**src/rtl/icr_pkg.sv**
```systemverilog
// shared constants and types of the input capture / reload block
package icr_pkg;

    // ----------------------------------------------------------------
    // register indices (byte address = 4 * index)
    // ----------------------------------------------------------------
    localparam logic [7:0] IDX_EDGE_RELOAD = 8'ha3; // capture_edge_reload_control
    localparam logic [7:0] IDX_SRC_FLAGS = 8'ha4; // capture_source_filter_flags
    localparam logic [7:0] IDX_CAP2_LO = 8'ha6; // capture2_value_low
    localparam logic [7:0] IDX_CAP2_HI = 8'ha7; // capture2_value_high
    localparam logic [7:0] IDX_IRQ_MASK = 8'hb0; // interrupt mask
    localparam logic [7:0] IDX_CAP0_LO = 8'hb1; // capture0 value low
    localparam logic [7:0] IDX_CAP0_HI = 8'hb2; // capture0 value high
    localparam logic [7:0] IDX_CAP1_LO = 8'hb3; // capture1 value low
    localparam logic [7:0] IDX_CAP1_HI = 8'hb4; // capture1 value high

    // ----------------------------------------------------------------
    // field positions
    // ----------------------------------------------------------------
    localparam int POS_CH2_EDGE = 6; // chan2_edge_select lsb
    localparam int POS_CH1_EDGE = 4; // chan1_edge_select lsb
    localparam int POS_CH0_EDGE = 2; // chan0_edge_select lsb
    localparam int POS_RELOAD = 0; // reload_trigger_select lsb
    localparam int POS_SRC_SEL = 6; // chan0_source_select
    localparam int POS_FILT = 3; // chanN_filter_enable, 3 bits
    localparam int POS_FLAGS = 0; // chanN_event_flag, 3 bits

    // ----------------------------------------------------------------
    // reset values
    // ----------------------------------------------------------------
    localparam logic [7:0] RST_EDGE_RELOAD = 8'h00; // control 0
    localparam logic [7:0] RST_SRC_FLAGS = 8'h00; // control 1
    localparam logic [15:0] RST_CAPTURE = 16'h0000; // capture pairs
    localparam logic [2:0] RST_MASK = 3'h0; // all masked
    localparam logic [31:0] RST_RDATA = 32'h0000_0000; // read data

    // ----------------------------------------------------------------
    // timing
    // ----------------------------------------------------------------
    localparam int CLK_PERIOD_NS = 10; // clk_sys period
    localparam int FILT_TIME_NS = 40; // least stable time through filter
    localparam int FILT_CYCLES = (FILT_TIME_NS + CLK_PERIOD_NS - 1) / CLK_PERIOD_NS;
    localparam logic [2:0] FILT_LAST = 3'(FILT_CYCLES - 1); // counter end

    // ----------------------------------------------------------------
    // encodings
    // ----------------------------------------------------------------
    typedef enum logic [1:0] {
        EDGE_RISE = 2'h0, // rising edge
        EDGE_FALL = 2'h1, // falling edge
        EDGE_BOTH = 2'h2, // both edges
        EDGE_RSVD = 2'h3 // reserved, never triggers
    } icr_edge_t;

    typedef enum logic [1:0] {
        RLD_OVERFLOW = 2'h0, // timer 2 overflow
        RLD_CAP0 = 2'h1, // capture channel 0 event
        RLD_CAP1 = 2'h2, // capture channel 1 event
        RLD_CAP2 = 2'h3 // capture channel 2 event
    } icr_reload_t;

    typedef enum logic {
        BUS_IDLE = 1'b0, // waiting for a request
        BUS_ACK = 1'b1 // answering, waitrequest low
    } icr_bus_t;

endpackage

```
**src/rtl/icr_input_cond.sv**
```systemverilog
// one capture input: synchroniser, optional noise filter, edge pick
`timescale 1ns/1ps
module icr_input_cond
    import icr_pkg::*;
(
    input wire logic clk_sys,
    input wire logic rst_n,
    input wire logic sig_in, // raw asynchronous input
    input wire logic filt_en, // filter on
    input wire logic [1:0] edge_sel, // edge code
    output logic event_pulse // one-cycle capture event
);

    // ----------------------------------------------------------------
    // state
    // ----------------------------------------------------------------
    typedef struct packed {
        logic sync1; // first synchroniser stage
        logic sync2; // second synchroniser stage
        logic [2:0] cnt; // filter stability count
        logic lvl; // qualified level
        logic prev; // qualified level one cycle back
        logic evt; // registered event
    } icr_cond_t;

    icr_cond_t st_q;
    icr_cond_t st_d;

    // ----------------------------------------------------------------
    // next state
    // ----------------------------------------------------------------
    always_comb begin
        st_d = st_q;
        st_d.sync1 = sig_in;
        st_d.sync2 = st_q.sync1;
        st_d.prev = st_q.lvl;
        // filter: level moves only after staying changed long enough
        if (!filt_en) begin
            st_d.lvl = st_q.sync2;
            st_d.cnt = 3'h0;
        end else if (st_q.sync2 == st_q.lvl) begin
            st_d.cnt = 3'h0;
        end else if (st_q.cnt == FILT_LAST) begin
            st_d.lvl = st_q.sync2;
            st_d.cnt = 3'h0;
        end else begin
            st_d.cnt = st_q.cnt + 3'h1;
        end
        // edge pick on the qualified level, reserved code is silent
        case (icr_edge_t'(edge_sel))
            EDGE_RISE: st_d.evt = st_q.lvl & ~st_q.prev;
            EDGE_FALL: st_d.evt = ~st_q.lvl & st_q.prev;
            EDGE_BOTH: st_d.evt = st_q.lvl ^ st_q.prev;
            default: st_d.evt = 1'b0;
        endcase
    end

    // ----------------------------------------------------------------
    // registers
    // ----------------------------------------------------------------
    always_ff @(posedge clk_sys or negedge rst_n) begin
        if (!rst_n) begin
            st_q <= '0;
        end else begin
            st_q <= st_d;
        end
    end

    assign event_pulse = st_q.evt;

endmodule

```
**src/rtl/icr_top.sv**
```systemverilog
// three-channel input capture and timer reload control, Avalon-MM slave
`timescale 1ns/1ps
module icr_top
    import icr_pkg::*;
(
    input wire logic clk_sys,
    input wire logic rst_n,
    input wire logic [9:0] avs_address,
    input wire logic avs_read,
    input wire logic avs_write,
    input wire logic [31:0] avs_writedata,
    input wire logic [3:0] avs_byteenable,
    output logic [31:0] avs_readdata,
    output logic avs_waitrequest,
    input wire logic [2:0] cap_pin,
    input wire logic adc_compare_result,
    input wire logic [15:0] timer_count,
    input wire logic timer_overflow,
    output logic timer_reload,
    output logic irq
);

    // ----------------------------------------------------------------
    // state
    // ----------------------------------------------------------------
    typedef struct packed {
        icr_bus_t bus; // bus answer phase
        logic [31:0] rdata; // read data held for the answer
        logic [7:0] ctl0; // capture_edge_reload_control
        logic src_sel; // chan0_source_select
        logic [2:0] filt_en; // chanN_filter_enable
        logic [2:0] flags; // chanN_event_flag
        logic [2:0] mask; // interrupt mask
        logic [2:0][15:0] cap; // capture value per channel
        logic reload; // timer reload pulse
    } icr_state_t;

    icr_state_t st_q;
    icr_state_t st_d;

    // ----------------------------------------------------------------
    // helpers
    // ----------------------------------------------------------------

    // true when the byte address selects a register index
    function automatic logic reg_hit(input logic [9:0] addr, input logic [7:0] idx);
        reg_hit = (addr[9:2] == idx);
    endfunction

    // control 1 as software sees it, reserved bit 7 reads zero
    function automatic logic [7:0] src_flags_view(input icr_state_t s);
        logic [7:0] v;
        v = 8'h00;
        v[POS_SRC_SEL] = s.src_sel;
        v[POS_FILT +: 3] = s.filt_en;
        v[POS_FLAGS +: 3] = s.flags;
        src_flags_view = v;
    endfunction

    // read mux over all registers, unmapped reads zero
    function automatic logic [7:0] reg_read(input logic [9:0] addr, input icr_state_t s);
        logic [7:0] v;
        v = 8'h00;
        if (reg_hit(addr, IDX_EDGE_RELOAD)) begin
            v = s.ctl0;
        end else if (reg_hit(addr, IDX_SRC_FLAGS)) begin
            v = src_flags_view(s);
        end else if (reg_hit(addr, IDX_CAP2_LO)) begin
            v = s.cap[2][7:0];
        end else if (reg_hit(addr, IDX_CAP2_HI)) begin
            v = s.cap[2][15:8];
        end else if (reg_hit(addr, IDX_IRQ_MASK)) begin
            v = {5'h00, s.mask};
        end else if (reg_hit(addr, IDX_CAP0_LO)) begin
            v = s.cap[0][7:0];
        end else if (reg_hit(addr, IDX_CAP0_HI)) begin
            v = s.cap[0][15:8];
        end else if (reg_hit(addr, IDX_CAP1_LO)) begin
            v = s.cap[1][7:0];
        end else if (reg_hit(addr, IDX_CAP1_HI)) begin
            v = s.cap[1][15:8];
        end
        reg_read = v;
    endfunction

    // ----------------------------------------------------------------
    // input conditioning per channel
    // ----------------------------------------------------------------
    logic [2:0] cap_src; // selected raw input per channel
    logic [2:0] cap_evt; // qualified capture events
    logic [2:0][1:0] edge_sel; // edge code per channel

    // channel 0 source is pin or adc compare result
    assign cap_src[0] = st_q.src_sel ? adc_compare_result : cap_pin[0];
    assign cap_src[1] = cap_pin[1];
    assign cap_src[2] = cap_pin[2];

    // edge fields taken straight from control 0
    assign edge_sel[2] = st_q.ctl0[POS_CH2_EDGE +: 2];
    assign edge_sel[1] = st_q.ctl0[POS_CH1_EDGE +: 2];
    assign edge_sel[0] = st_q.ctl0[POS_CH0_EDGE +: 2];

    // one conditioner per channel, each synchronises its own input
    for (genvar ch = 0; ch < 3; ch++) begin : g_ch
        icr_input_cond u_cond (
            .clk_sys(clk_sys),
            .rst_n(rst_n),
            .sig_in(cap_src[ch]),
            .filt_en(st_q.filt_en[ch]),
            .edge_sel(edge_sel[ch]),
            .event_pulse(cap_evt[ch])
        );
    end

    // ----------------------------------------------------------------
    // bus decode
    // ----------------------------------------------------------------
    logic bus_req; // a read or write is pending
    logic wr_now; // write takes effect this edge
    logic wr_lane0; // low byte lane enabled
    logic [7:0] wr_byte; // write data byte

    assign bus_req = avs_read | avs_write;
    assign wr_now = avs_write & (st_q.bus == BUS_ACK);
    assign wr_lane0 = avs_byteenable[0];
    assign wr_byte = avs_writedata[7:0];

    // ----------------------------------------------------------------
    // next state
    // ----------------------------------------------------------------
    always_comb begin
        st_d = st_q;

        // bus answer: one wait cycle, then one answer cycle
        case (st_q.bus)
            BUS_IDLE: begin
                // sample read data while waitrequest is high
                if (bus_req) begin
                    st_d.bus = BUS_ACK;
                    st_d.rdata = {24'h000000, reg_read(avs_address, st_q)};
                end
            end
            BUS_ACK: begin
                // answer taken at this edge, back to idle
                st_d.bus = BUS_IDLE;
            end
            default: begin
                st_d.bus = BUS_IDLE;
            end
        endcase

        // register writes at the answering edge
        if (wr_now && wr_lane0) begin
            if (reg_hit(avs_address, IDX_EDGE_RELOAD)) begin
                st_d.ctl0 = wr_byte;
            end
            if (reg_hit(avs_address, IDX_SRC_FLAGS)) begin
                st_d.src_sel = wr_byte[POS_SRC_SEL];
                st_d.filt_en = wr_byte[POS_FILT +: 3];
                // flags clear by writing ones
                st_d.flags = st_q.flags & ~wr_byte[POS_FLAGS +: 3];
            end
            if (reg_hit(avs_address, IDX_IRQ_MASK)) begin
                st_d.mask = wr_byte[2:0];
            end
            if (reg_hit(avs_address, IDX_CAP2_LO)) begin
                st_d.cap[2][7:0] = wr_byte;
            end
            if (reg_hit(avs_address, IDX_CAP2_HI)) begin
                st_d.cap[2][15:8] = wr_byte;
            end
            if (reg_hit(avs_address, IDX_CAP0_LO)) begin
                st_d.cap[0][7:0] = wr_byte;
            end
            if (reg_hit(avs_address, IDX_CAP0_HI)) begin
                st_d.cap[0][15:8] = wr_byte;
            end
            if (reg_hit(avs_address, IDX_CAP1_LO)) begin
                st_d.cap[1][7:0] = wr_byte;
            end
            if (reg_hit(avs_address, IDX_CAP1_HI)) begin
                st_d.cap[1][15:8] = wr_byte;
            end
        end

        // capture events latch the count and raise the flag;
        // applied after writes so a set beats a same-cycle clear
        for (int ch = 0; ch < 3; ch++) begin
            if (cap_evt[ch]) begin
                st_d.cap[ch] = timer_count;
                st_d.flags[ch] = 1'b1;
            end
        end

        // reload source pick
        case (icr_reload_t'(st_q.ctl0[POS_RELOAD +: 2]))
            RLD_OVERFLOW: st_d.reload = timer_overflow;
            RLD_CAP0: st_d.reload = cap_evt[0];
            RLD_CAP1: st_d.reload = cap_evt[1];
            RLD_CAP2: st_d.reload = cap_evt[2];
            default: st_d.reload = 1'b0;
        endcase
    end

    // ----------------------------------------------------------------
    // registers
    // ----------------------------------------------------------------
    always_ff @(posedge clk_sys or negedge rst_n) begin
        if (!rst_n) begin
            st_q.bus <= BUS_IDLE;
            st_q.rdata <= RST_RDATA;
            st_q.ctl0 <= RST_EDGE_RELOAD;
            st_q.src_sel <= RST_SRC_FLAGS[POS_SRC_SEL];
            st_q.filt_en <= RST_SRC_FLAGS[POS_FILT +: 3];
            st_q.flags <= RST_SRC_FLAGS[POS_FLAGS +: 3];
            st_q.mask <= RST_MASK;
            st_q.cap <= {3{RST_CAPTURE}};
            st_q.reload <= 1'b0;
        end else begin
            st_q <= st_d;
        end
    end

    // ----------------------------------------------------------------
    // outputs
    // ----------------------------------------------------------------

    // waitrequest low in the answer cycle and while no request is pending
    assign avs_waitrequest = bus_req & (st_q.bus != BUS_ACK);
    // read data from flip-flops
    assign avs_readdata = st_q.rdata;
    // reload pulse from flip-flop
    assign timer_reload = st_q.reload;
    // level interrupt while any unmasked flag is set
    assign irq = |(st_q.flags & st_q.mask);

endmodule

```
**config.mk**
```make
export PLATFORM = sky130hd
export DESIGN_NAME = icr_top
export DESIGN_NICKNAME = d
export VERILOG_FILES = /design/src/rtl/icr_pkg.sv /design/src/rtl/icr_input_cond.sv /design/src/rtl/icr_top.sv
export SDC_FILE = /design/constraint.sdc
export NUM_CORES = 1
export LEC_CHECK = 0
export ABC_AREA = 1
export BUFFER_PORTS_ARGS = -buffer_cell sky130_fd_sc_hd__clkbuf_2
export CORE_ASPECT_RATIO = 1.2
export CORE_MARGIN = 1.5
export CORE_UTILIZATION = 40
export CTS_CLUSTER_DIAMETER = 120
export DETAILED_ROUTE_END_ITERATION = 10
export PLACE_DENSITY = 0.58
export SLEW_MARGIN = 20
export SYNTH_ARGS = -nofsm -noshare
export SYNTH_HDL_FRONTEND = slang
export SYNTH_SLANG_ARGS = --single-unit
```
**constraint.sdc**
```tcl
create_clock -name clk_sys -period 2 [get_ports clk_sys]
set_input_delay 0.1 -clock clk_sys [delete_from_list [all_inputs] [get_ports clk_sys]]
set_output_delay 0.1 -clock clk_sys [all_outputs]
set_load 0.005 [all_outputs]
```
==> results.cfg, run 1 <==
[synth]
async_flop_share = 1.00
synth_area_mm2 = 0.00513
yosysWarnings = 0
syn_avg_cell_area_um2 = 8.50
ys_seq_area_frac = 0.488
ys_types = 37
yosysMostFrequentCell = nand2_1
ys_seq_elements = 100
synthFlopType = dfrtp_1
syn_inst = 603
synth.area.top_cells = dfrtp_1, nand2_1, o221ai_1
synth_top_area_share = 0.488
yosys.area.top_type = dfrtp_1
synth-edff-count = 0
yosys-top-cells-count = nand2_1, dfrtp_1, inv_1

[timing]
skew_ps = 7.36
setup_viol = 0
setup_tns_ps = 0
fin_crit_sh = 0.869
relSlewSlack = 0.381
timing.final.max_slew_violations = 0
finalCriticalPeriod_ps = 1740
tightest_slew_ps = 928
fmax_mhz = 575
rsz0062_at_grt = no
hold_viol_final = 0

[worst_hold_path]
holdPathStages = 3
hold_path_class = input pin to flip-flop
hold_end = st_q[5]
min_from = timer_count[4]

[worst_setup_path]
worstReg2RegEnd = st_q[21]
max_stage_delay_ps = 760
ff2ff_setup_slack_ps = 260
slowest_stage = a21oi_1
crit_family = compound AO/OA/AOI/OAI gates
cp_cell_sequence = nand3_2 > inv_2 > a21oi_1 > o21ai_0
required_ps = 2190
cp-end-kind = flip-flop
r2r-start = st_q[99]
path_buf_inv = 1
r2r_cells = 4
worstPathArrival_ps = 1930
crit_cells = 4
worstSetupPathType = flip-flop to flip-flop
critPathMaxFanout = 13
startpoint_type = flip-flop

[clock_network]
cts-buffers-inserted = 9
root_buffer = clkbuf_16
clock_path_buffers = 2
post_cts_resized = 0
cts_tree = built
clkSinkCount = 100
clock_latency_ps = 350
clkTransAtPathRegs_ps = 70
h-tree-depth = 3

[drt]
first_pass_iters = 5
routed_via_density = 5.22
drt-initial-drc-count = 371
wl_mm = 13.4
vias = 4341
wl_per_cell_um = 16.1
drc = 0
postRouteAntennaNets = 0

[floorplan]
core.rowCount = 45
die_y_um = 127
io_pins = 106
start_util = 0.408
fp.dieArea_mm2 = 0.0135
core_area_mm2 = 0.0126
die_x_um = 106

[run_status]
outcome = complete, no violations

[place]
dp_cells = 810
hpwl_mm = 10.1
gp_congestion = 0.863
io_buffers = 52

[global_route]
grt_max_degree = 47
overflow = 0
antenna_found_initial = 0
grt_pass1_wl_mm = 22.0
grt_use_total = 0.214
grt_pass1_vias = 4180

[power_and_ir_drop]
power.density_mw_per_mm2 = 800
peakVddDrop_mv = 0.493
p_leak_nw = 2.87

[run]
max_cap_viol_count = 0

[cells_and_area]
antenna_cells = 0
multiInputGateArea_mm2 = 0.00211
drive_above_1_share = 0.162
area_delta_synth_final_pct = 14.4
regArea_mm2 = 0.00250
num-fill-cells = 1258
fin_nets = 742
stdcell_count = 831
worst min-delay path, cell delays in order:
cell and delay (ps):
clkbuf_2 120, nand2_1 60, o211ai_1 80
layout by cell type, fill, tap and decap left out, types with 2 or more instances in the layout:
cell,count
a211oi_1,2
a21oi_1,26
a21oi_2,2
buf_4,17
bufinv_16,2
clkbuf_16,9
clkbuf_2,51
clkinv_2,2
conb_1,24
dfrtp_1,100
dlygate4sd3_1,5
ha_1,9
inv_1,69
inv_2,4
mux2_2,2
nand2_1,148
nand2_2,3
nand3_1,30
nand3_2,3
nand4_1,7
nor2_1,24
nor2_4,3
nor3_1,11
nor3_2,2
nor4b_1,2
o211ai_1,2
o21ai_0,49
o21ai_1,2
o221ai_1,34
o22ai_1,3
o32ai_1,2
or2_0,2
or2_2,4
xnor2_1,3
worst max path at each step:
| stage | startpoint | to | slack, ps |
|---|---|---|---|
| finish | st_q[99] | st_q[21] | 260 |
| global route | st_q[99] | st_q[24] | 40 |
| floorplan | st_q[99] | st_q[44] | 710 |
| detailed placement | st_q[99] | st_q[21] | 260 |
| CTS | st_q[99] | st_q[21] | 240 |
| global placement | st_q[99] | st_q[22] | 300 |
where the power goes:
group          leakage (nW)  internal, mW  switching, mW  total (mW)
Sequential             1.27          2.18         0.0982        2.28
Combinational          1.44         0.204          0.330       0.533
Clock                 0.157          1.10          0.778        1.88
state kept, by name (all words and copies together), names as in the netlist:
name and cells:
avs_readdata 8, edge_sel 6, timer_reload 1, st_q 61, g_ch.u_cond.st_q 15, g_ch.u_cond.event_pulse 3, g_ch.u_cond.st_d 6
kinds of logic (layout without fill, tap and decap cells):
logic type | count (synthesis) | after routing | synth area share
xor gates and xnor gates | 3 | 3 | 0.00513
AOI/OAI and AO/OA | 124 | 124 | 0.152
adders and majority gates | 9 | 9 | 0.0220
muxes | 2 | 2 | 0.00439
and+or+nand+nor | 242 | 242 | 0.211
buffers and inverters | 122 | 163 | 0.116
DFF | 100 | 100 | 0.488
other | 1 | 24 | 0.000731
layout make-up:
class,count,area share
inverters,73,0.0467
clock buffers,10,0.0390
flip-flops and latches,100,0.427
well taps,164,0.0350
multi-input cells,404,0.360
clock inverters,6,0.0149
repair buffers,74,0.0772
metal layers:
layer | GRT usage | up-vias | share of wire
met4 | 0.0882 | 0 | 0.024
met1 | 0.291 | 2042 | 0.44
met5 | 0 | - | 0
met3 | 0.0357 | 18 | 0.061
li1 | - | 2086 | -
met2 | 0.339 | 195 | 0.47
through the flow:
step / hold slack, ps / cell area (um2) / power (mW) / worst slack (ps) / utilization
global route: 55.3 / 5870 / 4.91 / 37.6 / 0.467
floorplan: -196 / 5210 / 2.65 / 710 / -
CTS: 39.5 / 5870 / 4.74 / 244 / 0.467
detailed placement: 153 / 5500 / 2.84 / 259 / 0.438
finish: 42.9 / 5870 / 4.69 / 262 / 0.467
global placement: 147 / 5500 / 2.82 / 303 / 0.438
timing repair:
action / 4_1_cts / 5_1_grt
setup buffers: 0 / 0
hold buffers: 5 / 0
hold endpoints to repair: 47 / 0
Power figures use the tool's default switching activity.
==> run 2, diff against run 1 <==
--- a/config.mk
+++ b/config.mk
@@ -7,12 +7,15 @@
 export LEC_CHECK = 0
 export ABC_AREA = 1
 export BUFFER_PORTS_ARGS = -buffer_cell sky130_fd_sc_hd__clkbuf_2
+export CAP_MARGIN = 20
+export CELL_PAD_IN_SITES_DETAIL_PLACEMENT = 0
+export CELL_PAD_IN_SITES_GLOBAL_PLACEMENT = 2
 export CORE_ASPECT_RATIO = 1.2
 export CORE_MARGIN = 1.5
-export CORE_UTILIZATION = 40
+export CORE_UTILIZATION = 35
 export CTS_CLUSTER_DIAMETER = 120
 export DETAILED_ROUTE_END_ITERATION = 10
-export PLACE_DENSITY = 0.58
+export PLACE_DENSITY = 0.82
 export SLEW_MARGIN = 20
 export SYNTH_ARGS = -nofsm -noshare
 export SYNTH_HDL_FRONTEND = slang
==> run 2 against run 1 <==
Compared with the run above: non-clock buffer count grew 4; final cell count grew 1.7%; via count shrank 2.5%.
==> results.cfg, run 2 (synthesis results as in run 1) <==
[global_route]
grt_busiest_layer = met2
use_met3 = 0.0331
grt_use_total = 0.185
grt_use_met2 = 0.311
gr-usage-met1 = 0.243
grt_pass1_vias = 4012
grt_max_degree = 51
grt_pass1_wl_mm = 21.7
antenna_found_initial = 0
overflow = 0

[floorplan]
fp.dieArea_mm2 = 0.0154
core_area_mm2 = 0.0144
start_util = 0.357
die_y_um = 136
io_pins = 106
core.rowCount = 48
die_x_um = 113

[clock_network]
clkTransAtPathRegs_ps = 60
cts-buffers-inserted = 9
clock_path_buffers = 2
cts_tree = built
h-tree-depth = 3
clock_latency_ps = 350
root_buffer = clkbuf_16
clkSinkCount = 100
post_cts_resized = 0

[cells_and_area]
regMostFlops = st_q
final_common_cell = nand2_1
antenna_cells = 0
drive_above_1_share = 0.163
area_delta_synth_final_pct = 14.6
mostFrequentLayoutCells = nand2_1, dfrtp_1, inv_1, clkbuf_2, o21ai_0
largest_register_ffs = 61
stdcell_count = 845
fin_nets = 746

[worst_setup_path]
startpoint_type = flip-flop
cp-end-kind = flip-flop
worstPathArrival_ps = 1900
required_ps = 2190
critPathMaxFanout = 12
worstSetupPathType = flip-flop to flip-flop

[power_and_ir_drop]
peakVddDrop_mv = 0.418
power.density_mw_per_mm2 = 773
power.total_mw = 4.55
p_leak_nw = 2.87

[worst_hold_path]
hold_path_class = input pin to flip-flop

[drt]
first_pass_iters = 5
wl_per_cell_um = 16.1
vias = 4232
drc = 0
drt-initial-drc-count = 314
postRouteAntennaNets = 0
wl_mm = 13.6
routed_via_density = 5.01

[place]
gp_congestion = 0.849
io_buffers = 52
dp_cells = 825
hpwl_mm = 10.6
place_ws_ps = 227

[timing]
timing.final.max_slew_violations = 0
tightest_slew_ps = 924
fin_crit_sh = 0.852
finalCriticalPeriod_ps = 1700
hold_viol_final = 0
fmax_mhz = 587
relSlewSlack = 0.384
skew_ps = 5.23
setup_tns_ps = 0
setup_slack_ps = 296
rsz0062_at_grt = no
setup_viol = 0

[run]
max_cap_viol_count = 0

[run_status]
outcome = complete, no violations
run 2: report_power, final:
part           internal (mW)  switching (mW)  total (mW)
registers               2.18          0.0931        2.28
logic                  0.211           0.327       0.538
clock network          0.997           0.735        1.73
run 2: final timing paths:
check	startpoint	endpoint	slack, ps	cells after the start
worst max-delay path	st_q[99]	st_q[30]	300	4
worst min-delay path	timer_count[12]	st_q[13]	40	3
worst max register to register	st_q[99]	st_q[30]	300	4
worst min register to register	g_ch[0].u_cond.st_d[6]	g_ch[0].u_cond.st_q[6]	350	0
max in group asynchronous	rst_n	avs_readdata[3]	1130	3
min in group asynchronous	rst_n	g_ch[1].u_cond.st_q[3]	240	2
run 2: stage by stage:
step                       util  hold WS (ps)  cell area (um2)
after detailed placement  0.386          75.5             5540
after floorplan               -          -196             5210
after CTS                 0.410          34.6             5880
after global routing      0.410          53.9             5880
after global placement    0.386          76.3             5540
final                     0.410          39.9             5880
run 2: cell type report:
class                           instances  area, um2
Timing Repair Buffer                   78        483
Clock buffer                           13        250
Tap cell                              175        219
Sequential cell                       100       2500
Multi-Input combinational cell        404       2110
Inverter                               73        274
Clock inverter                          2       35.0
Fill cell                            1489       8480
run 2: layer usage:
metal	share of wire	wire [um]	vias to the layer above
met3	0.047	634	14
met4	0.015	205	0
met5	0	0	-
met2	0.49	6650	130
met1	0.45	6080	1996
li1	-	-	2092
run 2: critical path, stage by stage (launching register included):
cell     delay (ps)
dfrtp_1         390
nand3_2         100
inv_2           110
a21oi_1         760
o21ai_0         180
run 2: timing repair:
| action | in CTS | in global routing |
|---|---|---|
| hold buffers | 5 | 0 |
| setup endpoints to repair | 0 | 0 |
| buffers inserted | 0 | 0 |
| endpoints found under the hold margin | 32 | 0 |
==> run 3, diff against run 2 <==
--- a/config.mk
+++ b/config.mk
@@ -12,10 +12,11 @@
 export CELL_PAD_IN_SITES_GLOBAL_PLACEMENT = 2
 export CORE_ASPECT_RATIO = 1.2
 export CORE_MARGIN = 1.5
-export CORE_UTILIZATION = 35
+export CORE_UTILIZATION = 32
 export CTS_CLUSTER_DIAMETER = 120
 export DETAILED_ROUTE_END_ITERATION = 10
-export PLACE_DENSITY = 0.82
+export PLACE_DENSITY = 0.76
+export RECOVER_POWER = 25
 export SLEW_MARGIN = 20
 export SYNTH_ARGS = -nofsm -noshare
 export SYNTH_HDL_FRONTEND = slang
==> constraint.sdc (replaced) <==
create_clock -name clk_sys -period 1.8 [get_ports clk_sys]
set_input_delay 0.09 -clock clk_sys [delete_from_list [all_inputs] [get_ports clk_sys]]
set_output_delay 0.09 -clock clk_sys [all_outputs]
set_load 0.005 [all_outputs]
==> run 3 against run 2 <==
Compared with the run above: first-iteration DRC count is 29% lower; sequential power is 11% higher; final cell count is 4.4% higher; total power is 11% higher; critical path type unchanged; critical endpoint is now st_q[44]; largest power group unchanged.
==> results.cfg, run 3 (synthesis results as in run 1) <==
[run_status]
outcome = complete, no violations

[power_and_ir_drop]
seqPwrFrac = 0.499
power.density_mw_per_mm2 = 851
internal_power_mw = 3.73
sw_frac_of_total = 0.264
power.switching_mw = 1.34
peakVddDrop_mv = 0.485
p_leak_nw = 2.88
p_comb_frac = 0.119
clkPwrFrac = 0.382

[place]
placedInstanceArea_mm2 = 0.00561
io_buffers = 52
hpwl_mm = 10.9
gp_congestion = 0.823

[cells_and_area]
num-fill-cells = 1671
area_delta_synth_final_pct = 16.1
mostFrequentLayoutCells = nand2_1, dfrtp_1, inv_1, clkbuf_2, o21ai_0
fin_nets = 749
regMostFlops = st_q
drive_above_1_share = 0.177
final_common_cell = nand2_1
fin_area_mm2 = 0.00595
antenna_cells = 0
largest_register_ffs = 61

[drt]
wl_mm = 13.9
vias = 4227
wl_per_cell_um = 15.8
drt-initial-drc-count = 223
postRouteAntennaNets = 0
drc = 0
routed_via_density = 4.79
first_pass_iters = 4

[global_route]
antenna_found_initial = 0
grt_pass1_vias = 4195
grt_use_total = 0.175
grt_max_degree = 43
overflow = 0
grt_pass1_wl_mm = 22.4

[worst_setup_path]
ff2ff_setup_slack_ps = 250
worstPathArrival_ps = 1830
path_buf_inv = 2
slowest_stage = a21oi_2
worstReg2RegEnd = st_q[44]
crit_family = compound AO/OA/AOI/OAI gates
r2r_cells = 6
required_ps = 2080
max_stage_delay_ps = 410
cp-end-kind = flip-flop
r2r-start = st_q[99]
startpoint_type = flip-flop
worstSetupPathType = flip-flop to flip-flop
cp_cell_sequence = nand3_2 > inv_2 > buf_4 > a21oi_2 > a22oi_1 > o21ai_0
critPathMaxFanout = 13

[floorplan]
fp.dieArea_mm2 = 0.0168
start_util = 0.328
die_y_um = 142
io_pins = 106
core.rowCount = 50
die_x_um = 119
core_area_mm2 = 0.0156

[timing]
relSlewSlack = 0.374
finalCriticalPeriod_ps = 1550
fin_crit_sh = 0.862
timing.final.max_slew_violations = 0
hold_viol_final = 0
fmax_mhz = 645
tightest_slew_ps = 939
setup_tns_ps = 0
rsz0062_at_grt = no
skew_ps = 6.10
setup_viol = 0

[clock_network]
cts-buffers-inserted = 9
clkTransAtPathRegs_ps = 70
cts_tree = built
clock_latency_ps = 350
postCtsSetupBuffers = 0
h-tree-depth = 3
clkSinkCount = 100
clock_path_buffers = 2
root_buffer = clkbuf_16

[worst_hold_path]
holdPathStages = 3
min_from = timer_count[12]
hold_end = st_q[13]
hold_path_class = input pin to flip-flop

[run]
max_cap_viol_count = 0
## run 3: layer usage
metal	vias to the layer above	global-route usage	wire [um]
met3	13	0.0330	556
met1	2015	0.222	6290
met5	-	0	0
met2	100	0.300	6840
met4	0	0.0602	262
li1	2099	-	-
## run 3: worst max path at each step
stage              from  endpoint  slack, ps  depth (start not counted)
2_1_floorplan  st_q[99]  st_q[44]        510                          6
3_3_place_gp   st_q[99]  st_q[29]        110                          4
3_5_place_dp   st_q[99]  st_q[25]         70                          5
4_1_cts        st_q[99]  st_q[25]         50                          5
5_1_grt        st_q[99]  st_q[44]        110                          6
6_report       st_q[99]  st_q[44]        250                          6
## run 3: metrics by stage
step / setup WS (ps) / cells / total power [mW] / utilization / hold WS [ps]
after CTS: 47.5 / 882 / 5.14 / 0.380 / 7.34
final: 249 / 882 / 5.07 / 0.381 / 20.1
after global placement: 112 / 861 / 3.15 / 0.358 / 80.5
after detailed placement: 70.9 / 861 / 3.17 / 0.358 / 83.8
after global routing: 112 / 882 / 5.33 / 0.381 / 29.2
after floorplan: 510 / 626 / 2.95 / - / -206
## run 3: what timing repair did
action | 4_1_cts | 5_1_grt
endpoints found under the setup margin | 0 | 12
gates resized for setup | 0 | 3
endpoints found under the hold margin | 37 | 0
hold buffers | 5 | 0
## run 3: layout make-up
class | instances | area [um2] | share of cell area
Tap cell | 208 | 260 | 0.0437
Sequential cell | 100 | 2500 | 0.420
Timing Repair Buffer | 81 | 503 | 0.0845
Inverter | 73 | 274 | 0.0460
Clock inverter | 7 | 67.6 | 0.0113
Multi-Input combinational cell | 404 | 2120 | 0.356
Clock buffer | 9 | 225 | 0.0378
## run 3: power groups by stage
stage / clock [mW] / sequential, mW / combinational (mW)
finish: 1.93 / 2.53 / 0.602
global route: 2.09 / 2.55 / 0.686
CTS: 2.00 / 2.53 / 0.611
detailed placement: 0 / 2.57 / 0.597
global placement: 0 / 2.56 / 0.586
floorplan: 0 / 2.54 / 0.411
## run 3: tightest hold or removal path, cell delays in order
cell and delay, ps:
clkbuf_2 110, nand2_1 50, o211ai_1 80
